**src/icsb_pkg.sv**
```systemverilog
// constants for the i2c core system bus slave
`default_nettype none
package icsb_pkg;
	localparam int ADDR_W = 4;
	localparam int DATA_W = 10;
	localparam int BYTE_W = 8;
	localparam logic [3:0] ADDR_UNMAPPED   = 4'h0;
	localparam logic [3:0] ADDR_CONTROL    = 4'h1;
	localparam logic [3:0] ADDR_PRESC_LO   = 4'h2;
	localparam logic [3:0] ADDR_PRESC_HI   = 4'h3;
	localparam logic [3:0] ADDR_SLAVE_ADDR = 4'h4;
	localparam logic [3:0] ADDR_INT_ENABLE = 4'h5;
	localparam logic [3:0] ADDR_THRESHOLD  = 4'h6;
	localparam logic [3:0] ADDR_COMMAND    = 4'h7;
	localparam logic [3:0] ADDR_TX_DATA    = 4'h8;
	localparam logic [3:0] ADDR_RX_DATA    = 4'h9;
	localparam logic [3:0] ADDR_GEN_CALL   = 4'hA;
	localparam logic [3:0] ADDR_STATUS     = 4'hB;
	localparam logic [3:0] ADDR_INT_STATUS = 4'hC;
	localparam logic [3:0] ADDR_QUEUE_SM   = 4'hD;
	localparam logic [3:0] ADDR_TX_COUNT   = 4'hE;
	localparam logic [3:0] ADDR_RX_COUNT   = 4'hF;
	localparam int CTRL_QUEUE_MODE_BIT = 4;
	localparam int CTRL_ENABLE_BIT     = 7;
	localparam logic [9:0] RESET_VALUE = 10'h000;
	localparam logic [7:0] BYTE_MASK   = 8'hFF;
	localparam int CORE_RESET_CYCLES = 2;
	localparam int QUEUE_DEPTH = 32;
	typedef enum logic [1:0] {ICSB_IDLE, ICSB_DECODE, ICSB_ACK} icsb_state_e;
endpackage
`default_nettype wire

```
**src/icsb_fifo.sv**
```systemverilog
// parameterised fifo with valid and ready on both sides
`default_nettype none
module icsb_fifo
	import icsb_pkg::*;
#(
	parameter int WIDTH = 10,
	parameter int DEPTH = 32
) (
	input  wire logic             clk,
	input  wire logic             rst_b,
	input  wire logic             flush,
	input  wire logic             inValid,
	output var  logic             inReady,
	input  wire logic [WIDTH-1:0] inData,
	output var  logic             outValid,
	input  wire logic             outReady,
	output var  logic [WIDTH-1:0] outData,
	output var  logic [$clog2(DEPTH):0] count
);
	localparam int PW = $clog2(DEPTH);
	logic [WIDTH-1:0] mem [DEPTH];
	logic [PW-1:0]    wrPtr_reg;
	logic [PW-1:0]    rdPtr_reg;
	logic [PW:0]      count_reg;
	wire              doWrite = inValid && inReady;
	wire              doRead  = outValid && outReady;
	assign inReady  = (count_reg != (PW+1)'(DEPTH));
	assign outValid = (count_reg != '0);
	assign outData  = mem[rdPtr_reg];
	assign count    = count_reg;
	always_ff @(posedge clk) begin
		if (doWrite) begin
			mem[wrPtr_reg] <= inData;
		end
	end
	always_ff @(posedge clk or negedge rst_b) begin
		if (!rst_b) begin
			wrPtr_reg <= '0;
			rdPtr_reg <= '0;
			count_reg <= '0;
		end else if (flush) begin
			wrPtr_reg <= '0;
			rdPtr_reg <= '0;
			count_reg <= '0;
		end else begin
			if (doWrite) wrPtr_reg <= wrPtr_reg + PW'(1);
			if (doRead) rdPtr_reg <= rdPtr_reg + PW'(1);
			count_reg <= count_reg + (PW+1)'(doWrite) - (PW+1)'(doRead);
		end
	end
endmodule // icsb_fifo
`default_nettype wire

```
**src/icsb_bus_slave.sv**
```systemverilog
// system bus slave and register map of one i2c core
`default_nettype none
// Contract
// respond to transactions only while bus_select is high
// everything clocked on the rising edge of the single bus clock
// strobe targets the slave; slave answers with acknowledge
// write_read high means write, low means read, sampled as level
// four-bit address selects one register of the map
// write data ten bits; byte in register mode, all bits in queue mode
// read data ten bits; byte in register mode, all bits in queue mode
// active-high acknowledge signals the transfer is accepted
// several masters go through an external arbiter; one reaches slave
// a write moves one word and takes at least three cycles
// master presents address, data, write level and strobe together
// slave decodes after strobe, may insert wait states before ack
// master holds request until ack seen, ends on next edge
// slave captures write data on the closing edge; this block captures it on the earlier edge where ack rises
// acknowledge drops when strobe drops, never outlasts the request; this block drops it one cycle after strobe drops
// a read returns one word in at least three cycles
// read data valid with acknowledge; master captures on next edge
// two independent cores exist, index 0 right, index 1 left
// control, prescale low, prescale high, slave address, interrupt at 1 to 5
// threshold and queue counters queue mode only; command register mode only
// transmit data write-only at 8, receive data read-only at 9
// general call, status, interrupt status read-only; width follows mode
// writing control register one also resets the core logic
// unmapped or read-only writes acknowledged, read zero, change nothing
module icsb_bus_slave
	import icsb_pkg::*;
#(
	parameter int         CORE_INDEX = 0,
	parameter int         DEPTH      = QUEUE_DEPTH
) (
	input  wire logic              clk,
	input  wire logic              rst_b,
	input  wire logic              busSelect,
	input  wire logic              busStrobe,
	input  wire logic              busWriteRead,
	input  wire logic [ADDR_W-1:0] busRegisterAddress,
	input  wire logic [DATA_W-1:0] busWriteData,
	output var  logic [DATA_W-1:0] busReadData,
	output var  logic              busAck,
	output var  logic [DATA_W-1:0] txData,
	output var  logic              txValid,
	input  wire logic              txReady,
	input  wire logic [DATA_W-1:0] rxData,
	input  wire logic              rxValid,
	output var  logic              rxReady,
	input  wire logic [BYTE_W-1:0] generalCallInfo,
	input  wire logic [DATA_W-1:0] coreStatus,
	input  wire logic [DATA_W-1:0] interruptStatus,
	input  wire logic [DATA_W-1:0] queueStateStatus,
	output var  logic              coreReset,
	output var  logic [BYTE_W-1:0] controlOne,
	output var  logic [9:0]        prescale,
	output var  logic [BYTE_W-1:0] prescaleHigh,
	output var  logic [DATA_W-1:0] slaveAddress,
	output var  logic [DATA_W-1:0] interruptEnable,
	output var  logic [DATA_W-1:0] queueThreshold,
	output var  logic [BYTE_W-1:0] busCommand
);
	// ----------------------------------------------------------------
	// width helper
	// ----------------------------------------------------------------
	function automatic logic [DATA_W-1:0] modeMask(input logic q, input logic [DATA_W-1:0] v);
		modeMask = q ? v : {2'h0, v[BYTE_W-1:0]};
	endfunction

	// core index 0 drives the right pins, 1 the left; otherwise identical
	localparam logic IS_LEFT = (CORE_INDEX == 1);

	// ----------------------------------------------------------------
	// registers
	// ----------------------------------------------------------------
	icsb_state_e           state_reg;
	icsb_state_e           state_next;
	logic                  ack_reg;
	logic [DATA_W-1:0]     rdata_reg;
	logic [DATA_W-1:0]     rdata_next;
	logic [BYTE_W-1:0]     ctrl_reg;
	logic [BYTE_W-1:0]     prescLo_reg;
	logic [BYTE_W-1:0]     prescHi_reg;
	logic [DATA_W-1:0]     slvAddr_reg;
	logic [DATA_W-1:0]     intEn_reg;
	logic [DATA_W-1:0]     thresh_reg;
	logic [BYTE_W-1:0]     cmd_reg;
	logic [1:0]            rstCnt_reg;
	logic                  coreRst_reg;

	// ----------------------------------------------------------------
	// decode
	// ----------------------------------------------------------------
	wire queueMode   = ctrl_reg[CTRL_QUEUE_MODE_BIT];
	wire request     = busSelect && busStrobe;
	wire isWrite     = busWriteRead;
	wire closing     = (state_reg == ICSB_ACK) && !busStrobe;
	// capture happens on the edge ack rises, with request still stable
	wire commit      = (state_reg == ICSB_DECODE) && request;
	wire doWrite     = commit && isWrite;
	wire doRead      = commit && !isWrite;
	wire hitCtrl     = busRegisterAddress == ADDR_CONTROL;
	wire hitPrescLo  = busRegisterAddress == ADDR_PRESC_LO;
	wire hitPrescHi  = busRegisterAddress == ADDR_PRESC_HI;
	wire hitSlvAddr  = busRegisterAddress == ADDR_SLAVE_ADDR;
	wire hitIntEn    = busRegisterAddress == ADDR_INT_ENABLE;
	wire hitThresh   = (busRegisterAddress == ADDR_THRESHOLD) && queueMode;
	wire hitCmd      = (busRegisterAddress == ADDR_COMMAND) && !queueMode;
	wire hitTx       = busRegisterAddress == ADDR_TX_DATA;
	wire hitRx       = busRegisterAddress == ADDR_RX_DATA;
	wire [DATA_W-1:0] wdata = modeMask(queueMode, busWriteData);

	// ----------------------------------------------------------------
	// data queues
	// ----------------------------------------------------------------
	logic [$clog2(DEPTH):0] txCount;
	logic [$clog2(DEPTH):0] rxCount;
	logic                   txInReady;
	logic                   rxOutValid;
	logic [DATA_W-1:0]      rxOutData;
	// a full transmit queue stalls the ack instead of dropping the word
	wire txStall = hitTx && isWrite && !txInReady;

	icsb_fifo #(.WIDTH(DATA_W), .DEPTH(DEPTH)) txQueue (
		.clk      (clk),
		.rst_b    (rst_b),
		.flush    (coreRst_reg),
		.inValid  (doWrite && hitTx && txInReady),
		.inReady  (txInReady),
		.inData   (wdata),
		.outValid (txValid),
		.outReady (txReady),
		.outData  (txData),
		.count    (txCount)
	);
	icsb_fifo #(.WIDTH(DATA_W), .DEPTH(DEPTH)) rxQueue (
		.clk      (clk),
		.rst_b    (rst_b),
		.flush    (coreRst_reg),
		.inValid  (rxValid),
		.inReady  (rxReady),
		.inData   (rxData),
		.outValid (rxOutValid),
		.outReady (doRead && hitRx),
		.outData  (rxOutData),
		.count    (rxCount)
	);

	// ----------------------------------------------------------------
	// read mux
	// ----------------------------------------------------------------
	always_comb begin
		rdata_next = RESET_VALUE;
		case (busRegisterAddress)
			ADDR_CONTROL:    rdata_next = {2'h0, ctrl_reg};
			ADDR_PRESC_LO:   rdata_next = {2'h0, prescLo_reg};
			ADDR_PRESC_HI:   rdata_next = {2'h0, prescHi_reg};
			ADDR_SLAVE_ADDR: rdata_next = slvAddr_reg;
			ADDR_INT_ENABLE: rdata_next = intEn_reg;
			ADDR_THRESHOLD:  rdata_next = queueMode ? thresh_reg : RESET_VALUE;
			ADDR_COMMAND:    rdata_next = queueMode ? RESET_VALUE : {2'h0, cmd_reg};
			ADDR_RX_DATA:    rdata_next = rxOutValid ? rxOutData : RESET_VALUE;
			ADDR_GEN_CALL:   rdata_next = {2'h0, generalCallInfo};
			ADDR_STATUS:     rdata_next = coreStatus;
			ADDR_INT_STATUS: rdata_next = interruptStatus;
			ADDR_QUEUE_SM:   rdata_next = queueMode ? queueStateStatus : RESET_VALUE;
			ADDR_TX_COUNT:   rdata_next = queueMode ? DATA_W'(txCount) : RESET_VALUE;
			ADDR_RX_COUNT:   rdata_next = queueMode ? DATA_W'(rxCount) : RESET_VALUE;
			default:         rdata_next = RESET_VALUE;
		endcase
		rdata_next = modeMask(queueMode, rdata_next);
	end

	// ----------------------------------------------------------------
	// handshake
	// ----------------------------------------------------------------
	always_comb begin
		state_next = state_reg;
		case (state_reg)
			ICSB_IDLE:   if (request) state_next = ICSB_DECODE;
			ICSB_DECODE: begin
				if (!request) state_next = ICSB_IDLE;
				else if (!txStall) state_next = ICSB_ACK;
			end
			ICSB_ACK:    if (closing) state_next = ICSB_IDLE;
			default:     state_next = ICSB_IDLE;
		endcase
	end

	always_ff @(posedge clk or negedge rst_b) begin
		if (!rst_b) begin
			state_reg <= ICSB_IDLE;
			ack_reg   <= 1'b0;
			rdata_reg <= RESET_VALUE;
		end else begin
			state_reg <= state_next;
			ack_reg   <= (state_next == ICSB_ACK);
			if (doRead) rdata_reg <= rdata_next;
		end
	end

	// ----------------------------------------------------------------
	// register writes
	// ----------------------------------------------------------------
	always_ff @(posedge clk or negedge rst_b) begin
		if (!rst_b) begin
			ctrl_reg    <= BYTE_W'(RESET_VALUE);
			prescLo_reg <= BYTE_W'(RESET_VALUE);
			prescHi_reg <= BYTE_W'(RESET_VALUE);
			slvAddr_reg <= RESET_VALUE;
			intEn_reg   <= RESET_VALUE;
			thresh_reg  <= RESET_VALUE;
			cmd_reg     <= BYTE_W'(RESET_VALUE);
		end else if (doWrite) begin
			if (hitCtrl) ctrl_reg <= wdata[BYTE_W-1:0];
			if (hitPrescLo) prescLo_reg <= wdata[BYTE_W-1:0];
			if (hitPrescHi) prescHi_reg <= wdata[BYTE_W-1:0];
			if (hitSlvAddr) slvAddr_reg <= wdata;
			if (hitIntEn) intEn_reg <= wdata;
			if (hitThresh) thresh_reg <= wdata;
			if (hitCmd) cmd_reg <= wdata[BYTE_W-1:0];
		end
	end

	// ----------------------------------------------------------------
	// core reset on control write
	// ----------------------------------------------------------------
	// a short pulse lets the core logic settle before the next access
	always_ff @(posedge clk or negedge rst_b) begin
		if (!rst_b) begin
			rstCnt_reg  <= 2'h0;
			coreRst_reg <= 1'b0;
		end else if (doWrite && hitCtrl) begin
			rstCnt_reg  <= 2'(CORE_RESET_CYCLES);
			coreRst_reg <= 1'b1;
		end else if (rstCnt_reg != 2'h0) begin
			rstCnt_reg  <= rstCnt_reg - 2'h1;
			coreRst_reg <= (rstCnt_reg != 2'h1);
		end else begin
			coreRst_reg <= 1'b0;
		end
	end

	// ----------------------------------------------------------------
	// outputs
	// ----------------------------------------------------------------
	// busSelect is same-domain logic; no synchroniser needed
	assign busAck          = ack_reg;
	assign busReadData     = rdata_reg;
	assign coreReset       = coreRst_reg;
	assign controlOne      = ctrl_reg;
	assign prescale        = {prescHi_reg[1:0], prescLo_reg};
	assign prescaleHigh    = prescHi_reg;
	assign slaveAddress    = slvAddr_reg;
	assign interruptEnable = intEn_reg;
	assign queueThreshold  = thresh_reg;
	assign busCommand      = cmd_reg;

	// ----------------------------------------------------------------
	// checks
	// ----------------------------------------------------------------
	ack_needs_strobe_a: assert property (@(posedge clk) disable iff (!rst_b)
		busAck && !busStrobe |=> !busAck)
		else $error("ack outlived strobe");
	ack_min_latency_a: assert property (@(posedge clk) disable iff (!rst_b)
		$rose(busAck) |-> $past(request, 2) && $past(request))
		else $error("ack came too early");
	no_select_no_ack_a: assert property (@(posedge clk) disable iff (!rst_b)
		$rose(busAck) |-> $past(busSelect))
		else $error("ack without select");
	ack_bounded_a: assert property (@(posedge clk) disable iff (!rst_b)
		$rose(request) && !isWrite |-> ##[1:3] busAck or !request)
		else $error("read ack missing");
	write_stores_a: assert property (@(posedge clk) disable iff (!rst_b)
		doWrite && hitIntEn |=> intEn_reg == $past(wdata))
		else $error("write not stored");
	read_data_a: assert property (@(posedge clk) disable iff (!rst_b)
		doRead |=> busAck && busReadData == $past(rdata_next))
		else $error("read data not with ack");
	ctrl_reset_a: assert property (@(posedge clk) disable iff (!rst_b)
		doWrite && hitCtrl |=> coreReset [*2])
		else $error("core reset missing");
	unmapped_zero_a: assert property (@(posedge clk) disable iff (!rst_b)
		doRead && busRegisterAddress == ADDR_UNMAPPED |=> busReadData == RESET_VALUE)
		else $error("unmapped read not zero");
	// tied to the read capture; a write ack still shows an older queue-mode word
	reg_mode_byte_a: assert property (@(posedge clk) disable iff (!rst_b)
		doRead && !queueMode |=> busReadData[DATA_W-1:BYTE_W] == 2'h0)
		else $error("upper bits in register mode");
	select_gates_a: assert property (@(posedge clk) disable iff (!rst_b)
		state_reg == ICSB_IDLE && !busSelect |=> state_reg == ICSB_IDLE)
		else $error("left idle without select");
	read_keeps_regs_a: assert property (@(posedge clk) disable iff (!rst_b)
		doRead |=> $stable(ctrl_reg) && $stable(slvAddr_reg) && $stable(thresh_reg))
		else $error("read changed a register");
	cmd_gated_a: assert property (@(posedge clk) disable iff (!rst_b)
		doRead && queueMode && busRegisterAddress == ADDR_COMMAND
		|=> busReadData == RESET_VALUE)
		else $error("command visible in queue mode");
	core_reset_len_a: assert property (@(posedge clk) disable iff (!rst_b)
		doWrite && hitCtrl |-> ##3 !coreReset)
		else $error("core reset too long");
	data_held_a: assert property (@(posedge clk) disable iff (!rst_b)
		busAck && $past(busAck) |-> $stable(busReadData))
		else $error("read data moved under ack");
	stall_holds_ack_a: assert property (@(posedge clk) disable iff (!rst_b)
		state_reg == ICSB_DECODE && txStall |=> !busAck)
		else $error("ack while queue full");
	write_byte_a: assert property (@(posedge clk) disable iff (!rst_b)
		doWrite && hitSlvAddr && !queueMode |=> slvAddr_reg[DATA_W-1:BYTE_W] == 2'h0)
		else $error("upper bits stored in register mode");
	presc_lo_store_a: assert property (@(posedge clk) disable iff (!rst_b)
		doWrite && hitPrescLo |=> prescLo_reg == $past(busWriteData[BYTE_W-1:0]))
		else $error("prescale low not stored");
	unmapped_write_a: assert property (@(posedge clk) disable iff (!rst_b)
		doWrite && busRegisterAddress == ADDR_UNMAPPED
		|=> $stable(ctrl_reg) && $stable(prescLo_reg) && $stable(cmd_reg))
		else $error("unmapped write changed state");
	rx_no_pop_a: assert property (@(posedge clk) disable iff (!rst_b)
		doWrite && hitRx |=> rxCount >= $past(rxCount))
		else $error("write popped receive queue");
endmodule // icsb_bus_slave
`default_nettype wire

```
**config.mk**
```make
export PLATFORM = sky130hd
export DESIGN_NAME = icsb_bus_slave
export DESIGN_NICKNAME = d
export VERILOG_FILES = /design/src/icsb_pkg.sv /design/src/icsb_fifo.sv /design/src/icsb_bus_slave.sv
export SDC_FILE = /design/constraint.sdc
export NUM_CORES = 1
export LEC_CHECK = 0
export BUFFER_PORTS_ARGS = -buffer_cell sky130_fd_sc_hd__clkbuf_2
export CAP_MARGIN = 20
export CORE_MARGIN = 1.5
export CORE_UTILIZATION = 40
export CTS_BUF_LIST = sky130_fd_sc_hd__clkbuf_4 sky130_fd_sc_hd__clkbuf_8
export CTS_CLUSTER_DIAMETER = 50
export DETAILED_ROUTE_END_ITERATION = 10
export PLACE_DENSITY = 0.54
export SYNTH_ARGS = -nofsm -noshare
export SYNTH_HDL_FRONTEND = slang
export SYNTH_SLANG_ARGS = --single-unit
```
**constraint.sdc**
```tcl
create_clock -name clk -period 4.2 [get_ports clk]
set_input_delay 0.21 -clock clk [delete_from_list [all_inputs] [get_ports clk]]
set_output_delay 0.21 -clock clk [all_outputs]
set_load 0.01 [all_outputs]
```
==> results.md, run 1 <==
- Worst Setup Start Kind: flip-flop
- CTS Hold Bufs: 13
- Endpoints failing hold: 0
- Vias in the first global route: 17310
- Max-slew headroom: between 20% and 30%
- Drt first-iter violations: ~1200
- Synthesized flop and latch total: 750
- Post-CTS Setup Repair Bufs: 0
- Outcome: finished clean
- Synthesis-to-layout area growth: 16.82%
- VDD IR max: 0.3341 mV
- Non-Filler Instances: 3065
- R2r setup slk: 1.10 ns
- Hold path depth: 2
- Proportion of netlist area held by the largest area contributor: 62.61%
- Synth cell count leaders: 640 x edfxtp_1, 161 x mux4_2, 112 x nor2_1
- Pre-antenna DRT Iters: 6
- Share of layout cells above drive strength 1: 35.56%
- Synth Warn #: 0
- Vias: about 17000
- Pin count of the biggest net entering global routing: 58
- Initial antenna violation count: 1
- Post-synthesis sequential area ratio: 71.58%
- Biggest regs: rxQueue.mem x320, txQueue.mem x320
- Synth unique cells: just under 70
- EDFF count, synth: 640
- Hold Crit Start: busWriteData[0]
- Top FF cell, synth: edfxtp_1
- Die span in x: roughly 280 µm
- Resize count post-CTS: 0
- Initial Utilization: about two fifths
- Clock transition at the registers of the reported paths: approximately 0.06 ns
- Mean Syn Cell Area: 18.75 µm²
- WL/cell: about 25 µm
- Boundary Pins: approximately 160
- CTS H-tree lvls: 4
- CP startpoint: txQueue.rdPtr_reg[0]
- DRC viols: 0
- Peak Freq: between 200 and 300 MHz
- Clock Latency Late Sink: 0.76 ns
- Root buffer cell: clkbuf_8
- Row cnt: about 100
- RSZ-0062 raised after global routing: no
- Synth top area cells: edfxtp_1 63%, mux4_2 12%, dfrtp_1 9.0%
- Worst r2r path cells: 13
- Most frequent cell after synthesis: edfxtp_1
- Worst slew pin tran: 1.151 ns
- Final wirelength: around 78000 µm
- Setup_tns: 0 ns
- Post-DP HPWL: roughly 50000 µm
- Final antenna-violating net count: 0
- Mapped Cells: 1637
- RR Endpoint: rxQueue.count[5]
- Total GRT Usage: 20.22%
- Fin crit period: between 3 and 4 ns
- Crit-path max FO: 40
- Cell area after synthesis: between 30000 and 40000 µm²
- Cell count after placement: about 2800
- CP Capture Type: output port
- Max cap viols: 0
- Buffers on Ports: approximately 160
- Overflow after GRT: 0
- Die height: ~280 µm
- Synth area leader: edfxtp_1
- LEAKAGE: 12.27 nW
- Crit path kind: flip-flop to output port
- Final nets: around 2000
- Setup Viol. Count Final: 0
- Syn Nets: 1738
- CTS Buf Count: around 130
- Power density over the cells: 480.1 nW/µm²
- Worst EP required: between 3 and 4 ns
- Clk sinks: 750
- Worst endpoint data arrival time: approximately 3.4 ns
- Fin Clk Skew: ~0.037 ns
- Max Slew Vio Count: 0
- Period utilisation layout: a little over four fifths
- CTS tree: built
- Die Footprint: about 80000 µm²
- Reg2reg start: rxQueue.count[2]
- Hold path endpoint: txQueue.mem[26][0]
- Asr flop ratio synth: about 15%
- Area of the core: between 70000 and 80000 µm²
- GPL Wtd Cong: just under 0.9
- Clock buffer depth: 3
- First-pass GRT wire length: about 110000 µm
- Via density: ~5.4
- Class of the worst hold path: primary input to flip-flop
-- worst max path at each step --
stage / to / slack (ns) / depth (start not counted)
2_1_floorplan: rxQueue.count[5] / 1.28 / 11
3_3_place_gp: rxQueue.count[5] / 1.19 / 13
3_5_place_dp: rxQueue.count[5] / 1.14 / 13
4_1_cts: txData[5] / 0.50 / 5
5_1_grt: txData[5] / 0.47 / 5
6_report: txData[5] / 0.63 / 5
-- metal layers --
metal	track usage [%]	routed length [µm]
met5	0	0
met4	7.817	2375
met3	3.847	3781
met2	33.20	39040
met1	26.68	32850
-- cells by family (layout without fill, tap and decap cells) --
| group | after synthesis | count (layout) | synth area share [%] |
|---|---|---|---|
| compound gates | 137 | 137 | 3.412 |
| xor+xnor | 22 | 22 | 0.6277 |
| fa+ha+maj | 32 | 32 | 1.353 |
| buf+inv | 124 | 520 | 1.720 |
| flops | 750 | 750 | 71.58 |
| mux | 311 | 311 | 17.07 |
| other cells | 0 | 2 | 0 |
| simple gates | 261 | 261 | 4.243 |
-- layout make-up --
class	count	area [µm²]
Clock inverter	54	445.4
Sequential cell	750	21980
Multi-Input combinational cell	763	8203
Tap cell	1030	1289
Timing Repair Buffer	266	1707
Fill cell	6493	40090
Inverter	30	112.6
Clock buffer	170	2115
Antenna cell	2	5.005
-- critical path, stage by stage, from the launching register on --
cell and delay (ns):
dfrtp_4 0.58, buf_12 0.34, mux4_2 0.62, mux4_2 0.57, mux2_2 0.31, clkbuf_2 0.13
-- cell usage in the layout (no fill, tap or decap), types with 6 or more instances in the layout --
cell           count
clkbuf_4          36
mux2i_1           61
xnor2_1            8
dfrtp_1          106
o21ai_0           16
a211oi_1           6
mux2_2            89
a21oi_1           15
mux4_2           161
clkbuf_2         155
a22o_1            10
o211ai_1           7
nand4_1            7
inv_1             30
xor2_1            14
ha_1              30
dlygate4sd3_1     13
a22oi_1           10
nand3b_1           7
clkbuf_8         134
nand2_1           47
o22ai_1            7
nor2_1           112
clkinv_1          19
nand3_1           19
clkinv_2          15
and3_1             7
a221oi_1           8
a32oi_1            6
edfxtp_1         640
buf_4             92
nor2b_1           17
-- stage by stage --
step / utilization (%) / instance area (µm²) / hold slack (ns) / worst slack [ns] / power, mW
detailed placement: 43.63 / 33130 / 0.3420 / 1.138 / 10.81
floorplan: - / 30700 / -0.08559 / 1.279 / 9.931
global placement: 43.63 / 33130 / 0.3385 / 1.193 / 10.79
CTS: 47.17 / 35820 / 0.001304 / 0.5006 / 17.43
global route: 47.21 / 35860 / 0.03151 / 0.4738 / 17.92
finish: 47.22 / 35860 / 0.04865 / 0.6304 / 17.21
-- power breakdown --
group / internal, mW / switching [mW] / total [mW]
clock network: 3.62 / 2.97 / 6.59
registers: 8.26 / 0.173 / 8.43
logic: 0.988 / 1.20 / 2.19
Note: power is estimated with default switching activity, not from simulation.
==> run 2: changes to the inputs <==
ABC_AREA = 1   (was unset)
clock period = 3.5 ns   (was 4.2 ns; I/O delays follow)
==> run 2 against run 1 <==
Non-clock buffer count grew 11. Count of clock-buffer cells in the layout grew 11. Sequential share of layout area shrank 2.3 points. Final cell count grew 45%. Via count grew 39%. Clock power grew 23%. Synthesized cell count grew 85%.
==> results.md, run 2 <==
- Outcome: finished clean
- Reg2reg start: controlOne[4]
- Synth Warn #: 0
- LEAKAGE: 14.77 nW
- Peak Freq: just under 300 MHz
- Vias in the first global route: about 22000
- Endpoints failing hold: 0
- Die Footprint: ~82000 µm²
- Fin crit period: 3.373 ns
- Proportion of netlist area held by the largest area contributor: 59.82%
- Crit path kind: flip-flop to flip-flop
- Overflow after GRT: 0
- Synth top area cells: edfxtp_1 60%, nand2_1 9.1%, dfrtp_1 8.6%
- Crit-path max FO: 11
- Initial antenna violation count: 3
- Top Usage Layer GRT: met2
- WL/cell: slightly above 20 µm
- CP Capture Type: flip-flop
- Die height: 286.4 µm
- Top FF cell, synth: edfxtp_1
- Hold path endpoint: busReadData[4]
- Pin count of the biggest net entering global routing: 173
- Syn Nets: 3125
- Clock Latency Late Sink: 0.80 ns
- GPL Wtd Cong: a little over 0.9
- R2r setup slk: approximately 0.13 ns
- Die span in x: 286.4 µm
- Mean Syn Cell Area: approximately 11 µm²
- Clk sinks: between 700 and 800
- Commonest non-fill, non-tap cells in the layout: 780 x nand2_1, 640 x edfxtp_1, 359 x nor2_1
- Total power: 22.38 mW
- Synthesized flop and latch total: 750
- First-pass GRT wire length: between 100000 and 150000 µm
- Filler cell count: roughly 7400
- Max cap viols: 0
- CTS tree: built
- Biggest regs: rxQueue.mem x320, txQueue.mem x320
- Final Core Density: a little under half
- EDFF count, synth: 640
- Worst Setup Start Kind: flip-flop
- Drt first-iter violations: between 2000 and 2500
- Via density: around 5.2
- Max Slew Vio Count: 0
- Hold path depth: 9
- Hold Crit Start: queueStateStatus[4]
- Row cnt: ~100
- Cell area after synthesis: between 30000 and 40000 µm²
- Post-synthesis sequential area ratio: between 60 and 70%
- Setup_tns: 0 ns
- Worst endpoint data arrival time: just over 4 ns
- Worst EP required: ~4.2 ns
- Root buffer cell: clkbuf_8
- Final nets: approximately 3400
- Synthesis-to-layout area growth: 16.05%
- Buffers on Ports: 156
- Synth area leader: edfxtp_1
- CTS Buf Count: 131
- Total GRT Usage: between 20% and 30%
- Post-route design area: 37280 µm²
- Pre-antenna DRT Iters: 6
- Period utilisation layout: 96.37%
- Clock transition at the registers of the reported paths: around 0.060 ns
- Global Route met2 Usage: around a third
- Class of the worst hold path: primary input to flip-flop
- Worst r2r path cells: 10
- Worst slew pin tran: 1.029 ns
- Final wirelength: about 90000 µm
- Placed inst area: around 34000 µm²
- Initial Utilization: roughly two fifths
- Met3 global-route usage: under 10%
- Clock buffer depth: 3
- Most frequent cell after synthesis: nand2_1
- Synth cell count leaders: 780 x nand2_1, 640 x edfxtp_1, 359 x nor2_1
- Setup Viol. Count Final: 0
- GR Util met1: a little under a third
- DRC viols: 0
- Final antenna-violating net count: 0
- RR Endpoint: busReadData[9]
- Max-slew headroom: a little under a third
- Mapped Cells: ~3000
- Post-DP HPWL: 57680 µm
- Fin Clk Skew: between 0.04 and 0.05 ns
- Post-CTS Setup Repair Bufs: 0
- Non-Filler Instances: about 4400
- Synth unique cells: 36
- Share of layout cells above drive strength 1: ~14%
- RSZ-0062 raised after global routing: no
- Vias: between 20000 and 25000
- Power density over the cells: 600.4 nW/µm²
- Area of the core: 79260 µm²
- Boundary Pins: 157
- Commonest non-fill, non-tap cell in the layout: nand2_1
- CTS H-tree lvls: 4
- VDD IR max: about 0.42 mV
- Asr flop ratio synth: 14.67%
- Cell count after placement: around 4200
==> run 2: cell count changes after synthesis, moves of 17 or more <==
cell,before,now
nand2_1,47,780
o21ai_0,16,264
nor2_1,112,359
nand3_1,19,231
inv_1,30,236
mux4_2,161,0
mux2_2,89,0
mux2i_1,61,0
buf_2,23,62
a21oi_1,15,49
o22ai_1,7,40
o211ai_1,7,35
nor3_1,3,23
nor2b_1,17,0
==> run 2: area by class of cell <==
cell class / count / area, µm² / share of cell area (%)
clock inverter: 54 / 431.7 / 1.158
inverter: 242 / 913.4 / 2.450
multi-input combinational: 1879 / 8536 / 22.89
sequential: 750 / 21980 / 58.96
timing repair buffer: 277 / 1882 / 5.047
antenna: 3 / 7.507 / 0.02014
tap: 1050 / 1314 / 3.524
clock buffer: 181 / 2216 / 5.943
==> run 2: layer usage <==
layer	wire, µm	part of all wire [%]
met5	0	0
met4	1922	2.1
met3	5441	6.0
met2	42490	47
met1	41280	45
==> run 2: per-stage QoR <==
step / worst slack (ns) / hold WS [ns]
finish: 0.1271 / 0.06330
global route: 0.01287 / 0.05664
CTS: 0.1893 / 0.001912
detailed placement: 0.6340 / 0.1493
global placement: 0.5921 / 0.1497
floorplan: 0.9027 / -0.1206
==> run 2: power breakdown <==
part | internal (mW) | switching (mW)
registers | 9.96 | 0.175
clock network | 4.40 | 3.72
logic | 1.23 | 2.89
==> run 2: worst max-delay path, stage by stage (launching register included) <==
cell	delay (ns)
dfrtp_1	0.68
inv_1	0.30
nor3_1	0.72
nand2_1	0.13
nand2_1	0.11
nor2_1	0.05
dlygate4sd3_1	0.58
nand2_1	0.07
nand2_1	0.05
dlygate4sd3_1	0.56
nand2_1	0.06
==> run 2: timing repair <==
item	4_1_cts	5_1_grt
hold buffers	37	0
setup endpoints to repair	0	1
hold endpoints to repair	237	0
resized for setup	0	1
==> run 2: how the worst max path moves through the flow <==
| stage | depth (start not counted) | startpoint | endpoint |
|---|---|---|---|
| 2_1_floorplan | 7 | txQueue.count[2] | txQueue.mem[23][0] |
| 3_3_place_gp | 18 | busRegisterAddress[1] | rxQueue.count[4] |
| 3_5_place_dp | 7 | txQueue.count[2] | txQueue.mem[31][8] |
| 4_1_cts | 10 | controlOne[4] | busReadData[9] |
| 5_1_grt | 10 | controlOne[4] | busReadData[9] |
| 6_report | 10 | controlOne[4] | busReadData[9] |
==> run 2: logic make-up after synthesis <==
family	after synthesis	synth area share [%]
adder cells (fa/ha/maj)	32	1.293
AND/OR/NAND/NOR	1430	18.14
flip-flops	750	68.39
buffers and inverters	395	5.098
AO/OA/AOI/OAI	417	7.077
==> run 3: changes to the inputs <==
==> constraint.sdc (replaced) <==
create_clock -name clk -period 3.5 [get_ports clk]
set_input_delay 0.7 -clock clk [delete_from_list [all_inputs] [get_ports clk]]
set_output_delay 0.7 -clock clk [all_outputs]
set_load 0.01 [all_outputs]
==> run 3 against run 2 <==
Sequential share of layout area decreased by 0.059 points. Die area unchanged. Final area increased by 0.10%. Wire length increased by 0.42%. Clock skew decreased by 0.0026 ns. Worst setup slack got worse by 0.059 ns. Power increased by 0.77%. Sequential power about the same. Core utilization about the same.
==> results.md, run 3 (synthesis gave the netlist of run 2 again) <==
- Outcome: finished clean
- Vias: 22860
- Total GRT Usage: 22.22%
- Drt first-iter violations: 2139
- Pre-antenna DRT Iters: 7
- Endpoints failing hold: 0
- Biggest regs: rxQueue.mem x320, txQueue.mem x320
- Die Footprint: 82030 µm²
- Hold slack: approximately 0.077 ns
- Period utilisation layout: a little over nine tenths
- Fin crit period: 3.432 ns
- CTS Hold Bufs: 0
- Root buffer cell: clkbuf_8
- Max cap viols: 0
- Total power: approximately 23 mW
- Post-DP HPWL: ~57000 µm
- Worst EP required: approximately 2.8 ns
- Worst endpoint data arrival time: ~2.7 ns
- Synthesis-to-layout area growth: 16.17%
- Max Slew Vio Count: 0
- CTS H-tree lvls: 4
- Fin Clk Skew: between 0.04 and 0.05 ns
- Clk sinks: 750
- Final nets: 3387
- CP Capture Type: output port
- Initial antenna violation count: 1
- Die height: 286.4 µm
- DRC viols: 0
- Vias in the first global route: roughly 22000
- Class of the worst hold path: primary input to async pin
- Via density: between 5 and 6
- Worst Setup Start Kind: flip-flop
- Final antenna-violating net count: 0
- Boundary Pins: between 150 and 200
- RSZ-0062 raised after global routing: yes
- Die span in x: about 290 µm
- Pin count of the biggest net entering global routing: ~170
- Power density over the cells: 604.4 nW/µm²
- Crit path kind: flip-flop to output port
- Crit-path max FO: 23
- Area of the core: approximately 79000 µm²
- Overflow after GRT: 0
- Share of layout cells above drive strength 1: about 16%
- Setup Viol. Count Final: 0
- Max-slew headroom: approximately 29%
- Row cnt: 103
- VDD IR max: 0.3850 mV
- Final wirelength: about 90000 µm
- Initial Utilization: roughly two fifths
- Buffers on Ports: around 160
- Clock Latency Late Sink: roughly 0.77 ns
- Worst slew pin tran: about 1.1 ns
- Commonest non-fill, non-tap cells in the layout: 778 x nand2_1, 640 x edfxtp_1, 358 x nor2_1
- Peak Freq: about 290 MHz
- WL/cell: between 20 and 25 µm
- Clock buffer depth: 3
- CTS tree: built
- Commonest non-fill, non-tap cell in the layout: nand2_1
- Clock transition at the registers of the reported paths: approximately 0.06 ns
- GPL Wtd Cong: just over 0.9
- CTS Buf Count: 130
- LEAKAGE: approximately 15 nW
- First-pass GRT wire length: around 140000 µm
[run 3: timing repair]
action	4_1_cts	5_1_grt
pin swaps	0	12
buffers inserted	6	5
resized for setup	12	29
hold endpoints to repair	0	0
setup endpoints to repair	10	10
cloned	1	3
[run 3: worst paths after layout]
| path | start | depth (start not counted) | slack (ns) | to |
|---|---|---|---|---|
| setup / recovery | txQueue.rdPtr_reg[0] | 10 | 0.07 | txData[5] |
| hold / removal | rst_b | 1 | 0.08 | busAck |
| setup reg to reg | txQueue.count[2] | 16 | 0.70 | txQueue.count[4] |
| hold reg to reg | state_reg[1] | 1 | 0.48 | state_reg[0] |
| max in group asynchronous | rst_b | 2 | 2.65 | prescaleHigh[0] |
| min in group clk | busSelect | 3 | 0.19 | state_reg[0] |
[run 3: through the flow]
| step | TNS [ns] | util, % | setup WS (ns) | std cells | cell area [µm²] |
|---|---|---|---|---|---|
| 6_report | 0 | 47.09 | 0.06767 | 4431 | 37320 |
| 3_5_place_dp | 0 | 43.52 | 0.4025 | 4189 | 34490 |
| 5_1_grt | -0.1791 | 47.09 | -0.04728 | 4431 | 37320 |
| 4_1_cts | 0 | 46.83 | 0.001122 | 4422 | 37120 |
| 3_3_place_gp | 0 | 43.52 | 0.4567 | 4189 | 34490 |
| 2_1_floorplan | 0 | - | 0.6145 | 3024 | 32130 |
[run 3: layout make-up]
class / instances / area (µm²)
Tap cell: 1050 / 1314
Fill cell: 7447 / 41940
Timing Repair Buffer: 283 / 1984
Antenna cell: 1 / 2.502
Sequential cell: 750 / 21980
Clock inverter: 43 / 266.5
Multi-Input combinational cell: 1879 / 8612
Inverter: 242 / 927.1
Clock buffer: 183 / 2231
[run 3: critical path: stages (launching register included)]
cell	delay [ns]
dfrtp_4	0.49
buf_12	0.16
buf_4	0.15
clkbuf_16	0.19
o21ai_0	0.19
o211ai_1	0.15
o211ai_1	0.25
nand2_1	0.13
nand2_2	0.11
inv_1	0.04
clkbuf_2	0.11
[run 3: layer usage]
layer / share of wire [%] / up-vias / global-route usage, %
met5: 0 / - / 0
met4: 2.4 / 0 / 7.659
met3: 6.6 / 127 / 4.444
met2: 47 / 802 / 34.84
met1: 44 / 11110 / 30.87
li1: - / 10820 / -
[run 3: power breakdown]
group | internal, mW | total (mW) | switching, mW
logic | 1.55 | 4.69 | 3.14
registers | 9.96 | 10.1 | 0.182
clock network | 4.14 | 7.72 | 3.58
total | 15.7 | 22.6 | 6.90
